--- src/inc/fed_pkg.sv ---
// shared constants, types and register map of the escape-word decoder
package fed_pkg;

  // ----------------------------------------------------------------
  // instruction word layout
  // ----------------------------------------------------------------
  localparam int unsigned     FED_WORD_W      = 16;
  localparam logic [4:0]      FED_PREFIX      = 5'h1B;   // bits 15-11 of every coprocessor word
  localparam int unsigned     FED_PREFIX_HI   = 15;
  localparam int unsigned     FED_PREFIX_LO   = 11;
  localparam logic [1:0]      FED_KIND_REG    = 2'h3;    // addressing kind that names the stack
  localparam logic [2:0]      FED_L4_HIGH     = 3'h1;    // bits 10-8 of layout four
  localparam logic [2:0]      FED_L5_HIGH     = 3'h3;    // bits 10-8 of layout five
  localparam logic [2:0]      FED_NOARG_MID   = 3'h7;    // bits 7-5 of layouts four and five
  localparam logic [2:0]      FED_SLOT_TOP    = 3'h0;    // stack slot index of the stack top

  // ----------------------------------------------------------------
  // register map, byte addresses on the slave port
  // ----------------------------------------------------------------
  localparam int unsigned     FED_ADDR_W      = 4;
  localparam logic [3:0]      FED_OFF_CTRL    = 4'h0;
  localparam logic [3:0]      FED_OFF_WORD    = 4'h4;
  localparam logic [3:0]      FED_OFF_DECODE  = 4'h8;
  localparam logic [3:0]      FED_OFF_COUNT   = 4'hC;
  localparam int unsigned     FED_CTRL_EN_BIT = 0;
  localparam logic            FED_CTRL_RST    = 1'b1;    // decoder enabled after reset
  localparam logic [15:0]     FED_WORD_RST    = 16'h0000;
  localparam logic [15:0]     FED_COUNT_RST   = 16'h0000;
  localparam logic [15:0]     FED_COUNT_MAX   = 16'hFFFF;
  localparam logic [31:0]     FED_READ_ZERO   = 32'h0000_0000;

  // ----------------------------------------------------------------
  // enumerations
  // ----------------------------------------------------------------
  typedef enum logic [2:0] {
    FED_LAY_NONE  = 3'b000,
    FED_LAY_ONE   = 3'b001,
    FED_LAY_TWO   = 3'b010,
    FED_LAY_THREE = 3'b011,
    FED_LAY_FOUR  = 3'b100,
    FED_LAY_FIVE  = 3'b101
  } fed_layout_e;

  typedef enum logic [1:0] {
    FED_MF_REAL32 = 2'b00,
    FED_MF_INT32  = 2'b01,
    FED_MF_REAL64 = 2'b10,
    FED_MF_INT16  = 2'b11
  } fed_memfmt_e;

  typedef enum logic [0:0] {
    FED_BUS_IDLE   = 1'b0,
    FED_BUS_ANSWER = 1'b1
  } fed_bus_e;

  // ----------------------------------------------------------------
  // decoded fields, exactly one 32-bit word
  // ----------------------------------------------------------------
  typedef struct packed {
    logic        isCoproc;
    fed_layout_e layout;
    logic        memOperand;
    logic        regStack;
    fed_memfmt_e memoryFormatField;
    logic [4:0]  functionCode;
    logic [1:0]  functionCodeUpper;
    logic [2:0]  functionCodeLower;
    logic [2:0]  stackSlotIndex;
    logic [1:0]  addressingKindField;
    logic [2:0]  regMemField;
    logic        popStack;
    logic        destToSlot;
    logic        reverseOrder;
    logic [2:0]  destSlot;
  } fed_decode_s;

  // avalon request as seen by the slave
  typedef struct packed {
    logic        read;
    logic        write;
    logic [3:0]  address;
    logic [31:0] writedata;
    logic [3:0]  byteenable;
  } fed_avs_req_s;

endpackage : fed_pkg

--- src/core/fed_escape_decoder.sv ---
// escape-word decoder top: avalon slave, decode latch and counters
//
// Decided for this implementation: the Avalon-MM slave port and the register offsets.
`timescale 1ns/1ns
`default_nettype none

// Behaviour
// - only words with 11011 in bits 15-11 count as coprocessor words
// - every accepted word falls into exactly one of five layouts
// - layout one: upper code 10-9, mode 7-6, lower code 4-3, operand 2-0
// - layout two: format 10-9, upper code 8, mode 7-6, lower 5-3, operand 2-0
// - layout three: target 10, pop 9, upper 8, mode 7-6 at 11, lower 5-3, slot 2-0
// - layout four: bits 10-8 are 001, 7-5 are 111, five-bit code
// - layout five: bits 10-8 are 011, 7-5 are 111, five-bit code
// - split code parts are joined into one operation code
// - format 00 real32, 01 int32, 10 real64, 11 int16
// - pop flag set means pop the stack after the operation
// - target bit selects stack top or the indexed slot as result
// - order bit xor target zero keeps destination then source
// - order bit xor target one swaps to source then destination
// - slot index counts from the stack top, 000 is top
module fed_escape_decoder
  import fed_pkg::*;
(
  input  wire logic        sys_clk,
  input  wire logic        resetn,
  input  wire logic [3:0]  avs_address,
  input  wire logic        avs_read,
  input  wire logic        avs_write,
  input  wire logic [31:0] avs_writedata,
  input  wire logic [3:0]  avs_byteenable,
  output logic      [31:0] avs_readdata,
  output logic             avs_waitrequest,
  output fed_decode_s      decodeOut,
  output logic             decodeValid,
  output logic             foreignWord
);

  // ----------------------------------------------------------------
  // state of the whole block
  // ----------------------------------------------------------------
  typedef struct packed {
    fed_bus_e    busState;
    logic        waitReq;
    logic [31:0] readData;
    logic        enable;
    logic [15:0] word;
    fed_decode_s dec;
    logic        valid;
    logic        foreign;
    logic [15:0] acceptCount;
    logic [15:0] rejectCount;
  } fed_state_s;

  fed_state_s   state_q;
  fed_state_s   state_d;
  fed_avs_req_s req;
  logic [15:0]  mergedWord;
  fed_decode_s  mergedDec;

  // ----------------------------------------------------------------
  // helpers
  // ----------------------------------------------------------------
  // byte-lane merge so a half written word keeps its other byte
  function automatic logic [15:0] mergeLanes(
    input logic [15:0] old,
    input logic [31:0] wdata,
    input logic [3:0]  be
  );
    logic [15:0] res;
    res       = old;
    if (be[0]) begin
      res[7:0] = wdata[7:0];
    end
    if (be[1]) begin
      res[15:8] = wdata[15:8];
    end
    return res;
  endfunction : mergeLanes

  // saturating counter step, one word wide enough for long runs
  function automatic logic [15:0] bumpCount(
    input logic [15:0] cnt
  );
    logic [15:0] res;
    res = (cnt == FED_COUNT_MAX) ? cnt : cnt + 16'h0001;
    return res;
  endfunction : bumpCount

  // ----------------------------------------------------------------
  // request bundle and incoming word
  // ----------------------------------------------------------------
  // bus inputs come from logic on sys_clk, so no synchroniser here
  assign req.read       = avs_read;
  assign req.write      = avs_write;
  assign req.address    = avs_address;
  assign req.writedata  = avs_writedata;
  assign req.byteenable = avs_byteenable;
  assign mergedWord     = mergeLanes(state_q.word, req.writedata, req.byteenable);

  // classifier sees the word as it will be stored
  fed_layout_decode u_layout (
    .word (mergedWord),
    .dec  (mergedDec)
  );

  // ----------------------------------------------------------------
  // read multiplexer
  // ----------------------------------------------------------------
  // unmapped offsets read as zero rather than bus error
  function automatic logic [31:0] readMux(
    input fed_state_s   s,
    input logic [3:0]   addr
  );
    logic [31:0] res;
    res = FED_READ_ZERO;
    case (addr)
      FED_OFF_CTRL: begin
        res[FED_CTRL_EN_BIT] = s.enable;
      end
      FED_OFF_WORD: begin
        res[15:0] = s.word;
      end
      FED_OFF_DECODE: begin
        res = s.dec;
      end
      FED_OFF_COUNT: begin
        res = {s.rejectCount, s.acceptCount};
      end
      default: begin
        res = FED_READ_ZERO;
      end
    endcase
    return res;
  endfunction : readMux

  // ----------------------------------------------------------------
  // next state
  // ----------------------------------------------------------------
  // the slave answers one cycle after it first sees a request; the
  // fixed latency costs a cycle per access but keeps timing simple
  always_comb begin
    logic wordEvent;
    logic takeWrite;
    wordEvent       = 1'b0;
    takeWrite       = 1'b0;
    state_d         = state_q;
    state_d.valid   = 1'b0;
    state_d.foreign = 1'b0;
    state_d.waitReq = 1'b1;
    case (state_q.busState)
      FED_BUS_IDLE: begin
        if (req.read || req.write) begin
          state_d.busState = FED_BUS_ANSWER;
          state_d.waitReq  = 1'b0;
          state_d.readData = req.read ? readMux(state_q, req.address) : FED_READ_ZERO;
        end
      end
      FED_BUS_ANSWER: begin
        // the master samples waitrequest low on this edge
        state_d.busState = FED_BUS_IDLE;
        takeWrite        = req.write;
      end
      default: begin
        state_d.busState = FED_BUS_IDLE;
      end
    endcase

    // register writes land only on the completing edge
    if (takeWrite) begin
      case (req.address)
        FED_OFF_CTRL: begin
          if (req.byteenable[0]) begin
            state_d.enable = req.writedata[FED_CTRL_EN_BIT];
          end
        end
        FED_OFF_WORD: begin
          state_d.word = mergedWord;
          wordEvent    = state_q.enable;
        end
        FED_OFF_COUNT: begin
          state_d.acceptCount = FED_COUNT_RST;
          state_d.rejectCount = FED_COUNT_RST;
        end
        default: begin
          state_d.enable = state_q.enable;
        end
      endcase
    end

    // a disabled decoder stores the word but leaves the fields alone
    if (wordEvent) begin
      if (mergedDec.isCoproc) begin
        state_d.dec         = mergedDec;
        state_d.valid       = 1'b1;
        // count from the cleared value so a clear never eats an event
        state_d.acceptCount = bumpCount(state_d.acceptCount);
      end else begin
        // foreign words leave the last fields untouched
        state_d.foreign     = 1'b1;
        state_d.rejectCount = bumpCount(state_d.rejectCount);
      end
    end
  end

  // ----------------------------------------------------------------
  // state register
  // ----------------------------------------------------------------
  always_ff @(posedge sys_clk or negedge resetn) begin
    if (!resetn) begin
      state_q.busState    <= FED_BUS_IDLE;
      state_q.waitReq     <= 1'b1;
      state_q.readData    <= FED_READ_ZERO;
      state_q.enable      <= FED_CTRL_RST;
      state_q.word        <= FED_WORD_RST;
      state_q.dec         <= '0;
      state_q.valid       <= 1'b0;
      state_q.foreign     <= 1'b0;
      state_q.acceptCount <= FED_COUNT_RST;
      state_q.rejectCount <= FED_COUNT_RST;
    end else begin
      state_q <= state_d;
    end
  end

  // ----------------------------------------------------------------
  // outputs, all straight from the state register
  // ----------------------------------------------------------------
  // memory forms expose only the mode and operand specifier; address
  // formation and any extension bytes stay with the host
  assign avs_readdata    = state_q.readData;
  assign avs_waitrequest = state_q.waitReq;
  assign decodeOut       = state_q.dec;
  assign decodeValid     = state_q.valid;
  assign foreignWord     = state_q.foreign;

endmodule : fed_escape_decoder
`default_nettype wire

--- src/core/fed_layout_decode.sv ---
// combinational classifier that splits one escape word into its fields
`timescale 1ns/1ns
`default_nettype none
module fed_layout_decode
  import fed_pkg::*;
(
  input  wire logic [15:0] word,
  output fed_decode_s      dec
);

  // ----------------------------------------------------------------
  // layout selection and field extraction
  // ----------------------------------------------------------------
  // layouts four/five are tested first: their bits 7-6 are also 11 and
  // would otherwise be taken for stack forms
  always_comb begin
    dec                     = '0;
    dec.addressingKindField = word[7:6];
    dec.regMemField         = word[2:0];
    dec.stackSlotIndex      = word[2:0];
    dec.destSlot            = FED_SLOT_TOP;
    dec.memoryFormatField   = FED_MF_REAL32;
    if (word[FED_PREFIX_HI:FED_PREFIX_LO] != FED_PREFIX) begin
      dec.isCoproc = 1'b0;
      dec.layout   = FED_LAY_NONE;
    end else begin
      dec.isCoproc = 1'b1;
      if (word[7:5] == FED_NOARG_MID && (word[10:8] == FED_L4_HIGH || word[10:8] == FED_L5_HIGH)) begin
        dec.layout       = (word[10:8] == FED_L4_HIGH) ? FED_LAY_FOUR : FED_LAY_FIVE;
        dec.functionCode = word[4:0];
      end else if (word[7:6] == FED_KIND_REG) begin
        // register stack form
        dec.layout            = FED_LAY_THREE;
        dec.regStack          = 1'b1;
        dec.destToSlot        = word[10];
        dec.popStack          = word[9];
        dec.functionCodeUpper = {1'b0, word[8]};
        dec.functionCodeLower = word[5:3];
        dec.functionCode      = {1'b0, word[8], word[5:3]};
        dec.reverseOrder      = word[3] ^ word[10];
        dec.destSlot          = word[10] ? word[2:0] : FED_SLOT_TOP;
      end else if (word[8] && word[5]) begin
        dec.layout            = FED_LAY_ONE;
        dec.memOperand        = 1'b1;
        dec.functionCodeUpper = word[10:9];
        dec.functionCodeLower = {1'b0, word[4:3]};
        dec.functionCode      = {1'b0, word[10:9], word[4:3]};
      end else begin
        dec.layout            = FED_LAY_TWO;
        dec.memOperand        = 1'b1;
        dec.memoryFormatField = fed_memfmt_e'(word[10:9]);
        dec.functionCodeUpper = {1'b0, word[8]};
        dec.functionCodeLower = word[5:3];
        dec.functionCode      = {1'b0, word[8], word[5:3]};
      end
    end
  end

endmodule : fed_layout_decode
`default_nettype wire

--- config.mk ---
export PLATFORM = sky130hd
export DESIGN_NAME = fed_escape_decoder
export DESIGN_NICKNAME = d
export VERILOG_FILES = /design/src/inc/fed_pkg.sv /design/src/core/fed_escape_decoder.sv /design/src/core/fed_layout_decode.sv
export SDC_FILE = /design/constraint.sdc
export NUM_CORES = 1
export LEC_CHECK = 0
export BUFFER_PORTS_ARGS = -buffer_cell sky130_fd_sc_hd__buf_4
export CAP_MARGIN = 20
export CORE_UTILIZATION = 55
export CTS_BUF_LIST = sky130_fd_sc_hd__clkbuf_16
export CTS_CLUSTER_DIAMETER = 50
export DETAILED_ROUTE_END_ITERATION = 16
export PLACE_DENSITY_LB_ADDON = 0.1
export SLEW_MARGIN = 0
export SYNTH_ARGS = -nofsm -noshare
export SYNTH_HDL_FRONTEND = slang
export SYNTH_SLANG_ARGS = --single-unit
--- constraint.sdc ---
create_clock -name sys_clk -period 3.8 [get_ports sys_clk]
set_input_delay 0.38 -clock sys_clk [delete_from_list [all_inputs] [get_ports sys_clk]]
set_output_delay 0.38 -clock sys_clk [all_outputs]
set_load 0.1 [all_outputs]
==> impl_metrics.tcl, run 1 <==
set metrics [dict create \
    critPathRequiredTime_ns 4.13 \
    fp.dieW_um 105 \
    wirelength_um 14300 \
    path_max_fanout 21 \
    ys_seq_area_frac 0.488 \
    ant_nets 0 \
    syn-mean-instance-area_um2 9.69 \
    cp-end-kind "flop" \
    fin_nets 677 \
    cp_num_buf_inv 1 \
    grt_use_total 0.275 \
    clock-root-buffer "clkbuf_16" \
    std_cell_rows 37 \
    crit_path_frequent_cell "nand3_1" \
    clk_path_buf_depth 2 \
    cts.sinks 114 \
    dp_hpwl_um 10100 \
    cp_slowest_cell "or3b_4" \
    reg2regPathDepth 9 \
    syn_inst 604 \
    hold_depth 2 \
    drc 0 \
    slew_violations 0 \
    setup_tns_ns 0 \
    first_iter_violations 253 \
    antenna_found_initial 0 \
    worstSetupPathType "in -> reg" \
    area_delta_synth_final_pct 16.0 \
    port_buffers 92 \
    clock_latency_ns 0.41 \
    ioPinCount 111 \
    clkTransAtPathRegs_ns 0.05 \
    grt-ovfl-total 0 \
    hold_viol 0 \
    rsz0062_at_grt "false" \
    vias 4489 \
    fmax_ghz 0.327 \
    p_per_area_nw_per_um2 461 \
    tritoncts "done" \
    first_pass_iters 5 \
    r2r_start "state_q[116]" \
    maxCapViolCount 0 \
    syn_nets 650 \
    synth_edf_count 0 \
    start_kind "input port" \
    seq_area_um2 2860 \
    period_share 0.804 \
    p_leak_nw 3.27 \
    crit_chain "buf_4 > nor4bb_2 > nand3_1 > and2_1 > ha_1 > and3_1 > nand3_1 > or4_1 > or3b_4 > or3_1 > a21oi_1" \
    worst_pin_slew_ns 1.05 \
    hold_class "in -> reg" \
    drive_above_1_share 0.250 \
    ys_ff_latch 114 \
    ys.flop_type "dfrtp_1" \
    fin_cells 780 \
    worstPathArrival_ns 3.39 \
    fp.dieH_um 105 \
    initial_core_util 0.567 \
    finalSetupViolations 0 \
    grt_pass1_wl_um 22600 \
    ff2ff_setup_slack_ns 0.94 \
    place_congestion 0.841 \
    yosysWarnings 0 \
    r2r_end "state_q[29]" \
    cp_top_family "simple AND/OR/NAND/NOR gates" \
    wire_per_inst_um 18.3 \
    vdd_drop_max_v 0.000243 \
    synth_cell_types 50 \
    htreeDepth 4 \
    max_stage_delay_ns 0.45 \
    syn_area_um2 5850 \
    slew_headroom 0.296 \
    min_period_ns 3.06 \
    core_um2 10300 \
    diodes 0 \
    dieArea_um2 11100 \
    final.setup_skew_ns 0.00540 \
    status "complete, no violations" \
    synth-async-reset-ratio 1.00 \
    multi_input_comb_area_um2 2380 \
    numCtsBuffers 17 \
    grt_max_degree 49 \
    grt_pass1_vias 4104 \
    hold_end "state_q[68]" \
    hp-start "avs_writedata[2]" \
    p_total_mw 3.13 \
    vias_per_cell 5.76 \
    place_inst 747 \
    fillerInstances 849 \
]
per-stage QoR:
| step | hold slack (ns) | worst slack [ns] | cell area, um2 | utilization |
|---|---|---|---|---|
| after floorplan | 0.0844 | 1.00 | 5850 | - |
| after global placement | 0.422 | 0.388 | 6180 | 0.599 |
| after detailed placement | 0.432 | 0.361 | 6180 | 0.599 |
| after CTS | 0.210 | 0.764 | 6790 | 0.658 |
| after global routing | 0.215 | 0.481 | 6790 | 0.658 |
| final | 0.217 | 0.744 | 6790 | 0.658 |
power by group:
part	internal (mW)	switching, mW	total (mW)
logic	0.0744	0.150	0.224
registers	1.25	0.0327	1.29
clock network	1.08	0.544	1.62
cells in the mapped netlist, types with 2 or more instances:
cell / n / area share
xor2_1: 20 / 0.030
o21ai_0: 62 / 0.053
nor2_1: 24 / 0.015
or3_1: 5 / 0.0053
xnor2_1: 3 / 0.0045
nand2_1: 103 / 0.066
and2_1: 9 / 0.0096
dfstp_2: 2 / 0.0090
a311oi_1: 2 / 0.0030
mux2i_1: 10 / 0.017
a22oi_1: 31 / 0.040
dfrtp_1: 112 / 0.48
and3_1: 11 / 0.012
o31ai_1: 8 / 0.010
mux2_2: 23 / 0.044
nand2b_1: 4 / 0.0043
buf_2: 2 / 0.0017
nor2b_1: 2 / 0.0021
and4_1: 4 / 0.0060
inv_1: 7 / 0.0045
a31oi_1: 3 / 0.0032
buf_4: 65 / 0.083
nor3_1: 4 / 0.0034
clkbuf_1: 19 / 0.012
a21oi_1: 9 / 0.0077
nand4_1: 11 / 0.012
buf_1: 6 / 0.0038
nand3_1: 20 / 0.017
ha_1: 2 / 0.0043
cells by family (layout without fill, tap and decap cells):
kind of cell	Yosys count	count (layout)	share of synthesized area
simple gates	207	207	0.171
compound gates	123	123	0.128
flops	114	114	0.488
buf+inv	100	140	0.108
mux	35	35	0.0671
xor+xnor	23	23	0.0344
fa+ha+maj	2	2	0.00428
registers in the layout (all words and copies together), names as in the netlist:
| name | count |
|---|---|
| state_q | 50 |
| avs_readdata | 32 |
| decodeOut | 29 |
| avs_waitrequest | 1 |
| decodeValid | 1 |
| foreignWord | 1 |
layout make-up:
| cell class | count | area share |
|---|---|---|
| clock buffer | 17 | 0.0627 |
| tap | 136 | 0.0251 |
| timing repair buffer | 101 | 0.112 |
| clock inverter | 15 | 0.0254 |
| multi-input combinational | 390 | 0.350 |
| inverter | 7 | 0.00387 |
| sequential | 114 | 0.421 |
what timing repair did:
item / 4_1_cts / 5_1_grt
gates resized for setup: 0 / 0
setup buffers: 0 / 0
hold buffers: 1 / 0
hold endpoints to repair: 2 / 0
layer usage:
| layer | GRT usage | share of wire | routed length, um |
|---|---|---|---|
| met5 | 0 | 0 | 0 |
| met4 | 0.0885 | 0.014 | 206 |
| met3 | 0.0636 | 0.054 | 774 |
| met2 | 0.400 | 0.46 | 6570 |
| met1 | 0.405 | 0.47 | 6730 |
worst max-delay path by stage:
stage	start	to	slack (ns)	cells after the start
5_1_grt	avs_address[3]	state_q[27]	0.48	11
3_3_place_gp	avs_address[3]	state_q[27]	0.39	11
4_1_cts	avs_address[3]	state_q[29]	0.76	11
6_report	avs_address[3]	state_q[29]	0.74	11
3_5_place_dp	avs_address[3]	state_q[29]	0.36	11
2_1_floorplan	avs_address[1]	state_q[1]	1.00	11
layout by cell type (no fill, tap or decap), types with 3 or more instances in the layout:
cell type / synthesis / routed
a22oi_1: 31 / 31
o31ai_1: 8 / 8
inv_1: 7 / 8
nor3_1: 4 / 4
mux2_2: 23 / 23
mux2i_1: 10 / 10
nand3_1: 20 / 19
nand2_1: 103 / 103
o21ai_0: 62 / 61
dfrtp_1: 112 / 112
nand4_1: 11 / 11
clkinv_1: 0 / 3
bufinv_16: 0 / 4
clkbuf_16: 0 / 17
buf_4: 65 / 100
xor2_1: 20 / 20
nand2b_1: 4 / 4
nor2_1: 24 / 24
a31oi_1: 3 / 3
a21oi_1: 9 / 9
and2_1: 9 / 9
clkinv_2: 0 / 6
xnor2_1: 3 / 3
or3_1: 5 / 5
and3_1: 11 / 11
and4_1: 4 / 4
Note: power is estimated with default switching activity, not from simulation.
==> run 2, diff against run 1 <==
Settings changed: ABC_AREA from default to 1, CORE_UTILIZATION 55 to 51.
Clock period 3.8 ns to 2.5 ns, I/O delays scaled along.
==> impl_metrics.tcl, run 2 <==
set metrics [dict create \
    grt_pass1_vias 5023 \
    grt_pass1_wl_um 26200 \
    fin_cells 993 \
    fp.dieW_um 113 \
    htreeDepth 4 \
    drc 1 \
    seq_area_um2 2860 \
    grt-ovfl-total 0 \
    max_stage_delay_ns 0.38 \
    dieArea_um2 12700 \
    hold_viol 0 \
    clock-root-buffer "clkbuf_16" \
    clk_path_buf_depth 2 \
    finalSetupViolations 0 \
    port_buffers 92 \
    path_max_fanout 20 \
    layout_commonest_cell "nand2_1" \
    fp.dieH_um 113 \
    top_usage_layer "met2" \
    ant_nets 0 \
    vdd_drop_max_v 0.000413 \
    largest_reg_flops 50 \
    yosysWarnings 0 \
    wire_per_inst_um 16.7 \
    diodes 0 \
    ioPinCount 111 \
    cts.sinks 114 \
    fillerInstances 1077 \
    fin_nets 879 \
    synth-async-reset-ratio 1.00 \
    crit_path_frequent_cell "nand2_2" \
    numCtsBuffers 17 \
    vias_per_cell 5.47 \
    p_per_area_nw_per_um2 719 \
    core_um2 12000 \
    violations "DRC" \
    met1_usage 0.387 \
    place_inst 960 \
    fmax_ghz 0.445 \
    synth_cell_types 40 \
    initial_core_util 0.522 \
    worstSetupPathType "reg -> reg" \
    status "complete, but fails checks" \
    p_leak_nw 3.76 \
    place_congestion 0.945 \
    ys.flop_type "dfrtp_1" \
    synth_top_area_frac 0.447 \
    postCtsSetupRepairBufs 0 \
    vias 5432 \
    clkTransAtPathRegs_ns 0.05 \
    layout_common_cells "nand2_1 (174), inv_1 (117), dfrtp_1 (112)" \
    ys_ff_latch 114 \
    crit_chain "nand2_2 > inv_2 > nand3_2 > buf_4 > nand3_1 > nor2_2 > nand4_2 > nand2_2 > nor2_1 > xnor2_1" \
    wirelength_um 16600 \
    period_share 0.899 \
    antenna_found_initial 0 \
    multi_input_comb_area_um2 2360 \
    clock_latency_ns 0.42 \
    grt_use_met3 0.0637 \
    start_kind "flop" \
    slew_headroom 0.490 \
    critPathRequiredTime_ns 2.80 \
    synth_top_area_cell "dfrtp_1" \
    maxCapViolCount 0 \
    rsz0062_at_grt "false" \
    post-route-cell-area_um2 7260 \
    drive_above_1_share 0.190 \
    final.setup_skew_ns 0.00778 \
    tritoncts "done" \
    std_cell_rows 40 \
    slew_violations 0 \
    first_pass_iters 13 \
    top_register "state_q" \
    synth_edf_count 0 \
    cp_slowest_cell "dfrtp_1" \
    grt_use_total 0.273 \
    p_total_mw 5.22 \
    setup_tns_ns 0 \
    ys_top_cells_by_area "dfrtp_1 (45%), nand2_1 (10%), buf_4 (7.9%)" \
    cp-end-kind "flop" \
    first_iter_violations 466 \
    worst_pin_slew_ns 0.765 \
    grt.met2_usage 0.401 \
    syn-mean-instance-area_um2 7.92 \
    syn_area_um2 6270 \
    min_period_ns 2.25 \
    dp_hpwl_um 11900 \
    synth_common_cells "nand2_1 (174), inv_1 (113), dfrtp_1 (112)" \
    worstPathArrival_ns 2.54 \
    ys_seq_area_frac 0.455 \
    hold_class "in -> reg" \
    syn_inst 792 \
    area_delta_synth_final_pct 15.7 \
    syn_nets 838 \
    grt_max_degree 59 \
    place_area_um2 6690 \
    synth_most_common_cell "nand2_1" \
]
run 2: final timing paths:
check / from / end / slack [ns] / cells after the start
worst min register to register: state_q[116] / state_q[116] / 0.48 / 1
worst max register to register: state_q[116] / state_q[23] / 0.25 / 10
worst min-delay path: avs_writedata[0] / state_q[82] / 0.09 / 3
worst max-delay path: state_q[116] / state_q[23] / 0.25 / 10
min in group asynchronous: resetn / avs_readdata[9] / 0.47 / 2
max in group asynchronous: resetn / state_q[21] / 1.27 / 3
run 2: where the power goes:
| part | internal (mW) | leakage [nW] | switching [mW] |
|---|---|---|---|
| logic | 0.221 | 2.07 | 0.662 |
| clock network | 1.43 | 0.278 | 0.839 |
| registers | 1.98 | 1.41 | 0.0818 |
run 2: logic make-up (layout without fill, tap and decap cells):
logic type | count (synthesis) | count (layout) | share of synthesized area
DFF | 114 | 114 | 0.455
buffers and inverters | 208 | 262 | 0.169
AOI/OAI and AO/OA | 143 | 143 | 0.138
xor gates and xnor gates | 13 | 13 | 0.0182
muxes | 2 | 2 | 0.00319
adders and majority gates | 2 | 2 | 0.00399
and+or+nand+nor | 310 | 310 | 0.213
run 2: layer usage:
layer	share of wire	wire length, um	vias to the layer above
li1	-	-	2577
met1	0.46	7650	2605
met2	0.43	7190	216
met3	0.077	1280	34
met4	0.027	444	0
met5	0	0	-
run 2: what timing repair did:
| item | CTS | global route |
|---|---|---|
| hold buffers | 1 | 0 |
| resized for setup | 0 | 1 |
| hold endpoints to repair | 54 | 0 |
| setup endpoints to repair | 0 | 5 |
run 2: worst max-delay path, delay by kind of cell (launching register included):
family	cells	cell delay, ns
xor+xnor	1	0.12
simple gates	7	1.30
flops	1	0.38
buf+inv	2	0.32
run 2: through the flow:
stage	setup WS [ns]	util	hold slack [ns]
6_report	0.254	0.604	0.0902
4_1_cts	0.230	0.604	0.0801
3_3_place_gp	0.293	0.557	0.369
2_1_floorplan	0.0975	-	-0.0456
3_5_place_dp	0.258	0.557	0.368
5_1_grt	0.0797	0.604	0.130
run 2: final cells by class:
| cell class | instances | share of cell area |
|---|---|---|
| tap | 147 | 0.0253 |
| clock inverter | 15 | 0.0178 |
| multi-input combinational | 470 | 0.325 |
| clock buffer | 17 | 0.0586 |
| sequential | 114 | 0.393 |
| timing repair buffer | 112 | 0.118 |
| inverter | 118 | 0.0617 |
==> run 3, diff against run 2 <==
Settings changed: CORE_UTILIZATION 51 to 55, CTS_CLUSTER_DIAMETER 50 to default, REMOVE_ABC_BUFFERS from default to 1.
Clock period 2.5 ns to 2.1 ns, I/O delays scaled along.
==> impl_metrics.tcl, run 3 (synthesis gave the netlist of run 2 again) <==
set metrics [dict create \
    core_um2 11000 \
    p_leak_nw 3.89 \
    start_kind "flop" \
    wire_per_inst_um 17.1 \
    status "complete, no violations" \
    p_total_mw 6.52 \
    drc 0 \
    fin_nets 899 \
    final.setup_skew_ns 0.00871 \
    grt_max_degree 41 \
    clkTransAtPathRegs_ns 0.05 \
    vias_per_cell 5.54 \
    first_iter_violations 431 \
    r2r_start "state_q[116]" \
    worstSetupPathType "reg -> reg" \
    clk_path_buf_depth 2 \
    fillerInstances 899 \
    dp_hpwl_um 12300 \
    critPathLaunch "state_q[116]" \
    numCtsBuffers 17 \
    slew_violations 0 \
    setup_tns_ns 0 \
    multi_input_comb_area_um2 2400 \
    layout_commonest_cell "nand2_1" \
    min_period_ns 1.97 \
    finalSetupViolations 0 \
    clock-root-buffer "clkbuf_16" \
    largest_reg_flops 50 \
    wirelength_um 17200 \
    port_buffers 92 \
    clock_latency_ns 0.42 \
    grt_use_total 0.312 \
    fin_util 0.684 \
    worstPathArrival_ns 2.28 \
    p_per_area_nw_per_um2 867 \
    ant_nets 0 \
    hold_viol 0 \
    maxCapViolCount 0 \
    path_max_fanout 20 \
    ff2ff_setup_slack_ns 0.13 \
    std_cell_rows 38 \
    grt_pass1_vias 5373 \
    initial_core_util 0.571 \
    antenna_found_initial 0 \
    fp.dieH_um 109 \
    area_delta_synth_final_pct 19.8 \
    rsz0062_at_grt "true" \
    vias 5574 \
    fmax_ghz 0.506 \
    slew_headroom 0.631 \
    fin_cells 1006 \
    r2r_end "state_q[26]" \
    place_congestion 0.925 \
    hold_class "in -> reg" \
    ioPinCount 111 \
    worst_pin_slew_ns 0.554 \
    seq_area_um2 2860 \
    fp.dieW_um 109 \
    critPathRequiredTime_ns 2.41 \
    drive_above_1_share 0.215 \
    diodes 0 \
    vdd_drop_max_v 0.000645 \
    tritoncts "done" \
    top_register "state_q" \
    period_share 0.940 \
    reg2regPathDepth 11 \
    grt-ovfl-total 0 \
    first_pass_iters 5 \
    cp-end-kind "flop" \
    endpoint "state_q[26]" \
    grt_pass1_wl_um 27300 \
    layout_common_cells "nand2_1 (174), buf_4 (126), inv_1 (114)" \
    place_inst 972 \
    dieArea_um2 11800 \
    htreeDepth 4 \
    cts.sinks 114 \
]
run 3: changes by cell type in the layout (fill, tap and decap cells not counted), moves of 2 or more:
cell,previous run,this run
buf_12,1,3
buf_4,110,126
buf_6,0,2
bufinv_16,2,4
clkinv_1,3,5
inv_1,117,114
nor2_1,61,58
nor2_2,4,6
o21ai_0,75,72
o21ai_1,2,5
run 3: how the worst min path moves through the flow:
stage | depth (start not counted) | from | endpoint
2_1_floorplan | 0 | resetn | avs_readdata[0]
3_3_place_gp | 1 | resetn | avs_readdata[10]
3_5_place_dp | 1 | resetn | avs_readdata[6]
4_1_cts | 3 | avs_writedata[0] | state_q[82]
5_1_grt | 3 | avs_writedata[0] | state_q[82]
6_report | 3 | avs_writedata[0] | state_q[82]
run 3: where the power goes:
group / switching [mW] / internal [mW]
Combinational: 0.797 / 0.302
Sequential: 0.104 / 2.36
Clock: 1.00 / 1.95
run 3: stage by stage:
stage	worst slack, ns	instance area (um2)	hold slack (ns)
2_1_floorplan	-0.207	5660	-0.0856
3_3_place_gp	0.00434	6850	0.232
3_5_place_dp	-0.0686	6850	0.233
4_1_cts	0.00780	7470	0.0392
5_1_grt	-0.0432	7520	0.0622
6_report	0.126	7520	0.0620
run 3: critical path, cell delays in order, from the launching register on:
cell and delay (ns):
dfrtp_1 0.38, nand2_2 0.07, inv_2 0.04, nand3_4 0.13, buf_6 0.21, nand3_1 0.11, nor2_1 0.26, nand4_4 0.25
nand2_4 0.16, o21ai_0 0.11, nand2_1 0.09, inv_1 0.05
run 3: repair_timing:
action                     CTS  global route
resized for setup            3            11
setup endpoints to repair   11            34
pin swaps                    0             2
setup buffers                0             1
hold buffers                 1             0
hold endpoints to repair    35             0
run 3: final cells by class:
type | count | area share
inverters | 118 | 0.0596
clock inverters | 15 | 0.0231
multi-input cells | 470 | 0.319
flip-flops and latches | 114 | 0.380
clock buffers | 17 | 0.0566
well taps | 140 | 0.0233
repair buffers | 132 | 0.138
run 3: per-layer routing:
layer / GRT usage / vias up / part of all wire
met5: 0 / - / 0
met1: 0.402 / 2674 / 0.41
met4: 0.133 / 0 / 0.024
met3: 0.0562 / 29 / 0.072
li1: - / 2623 / -
met2: 0.519 / 248 / 0.49
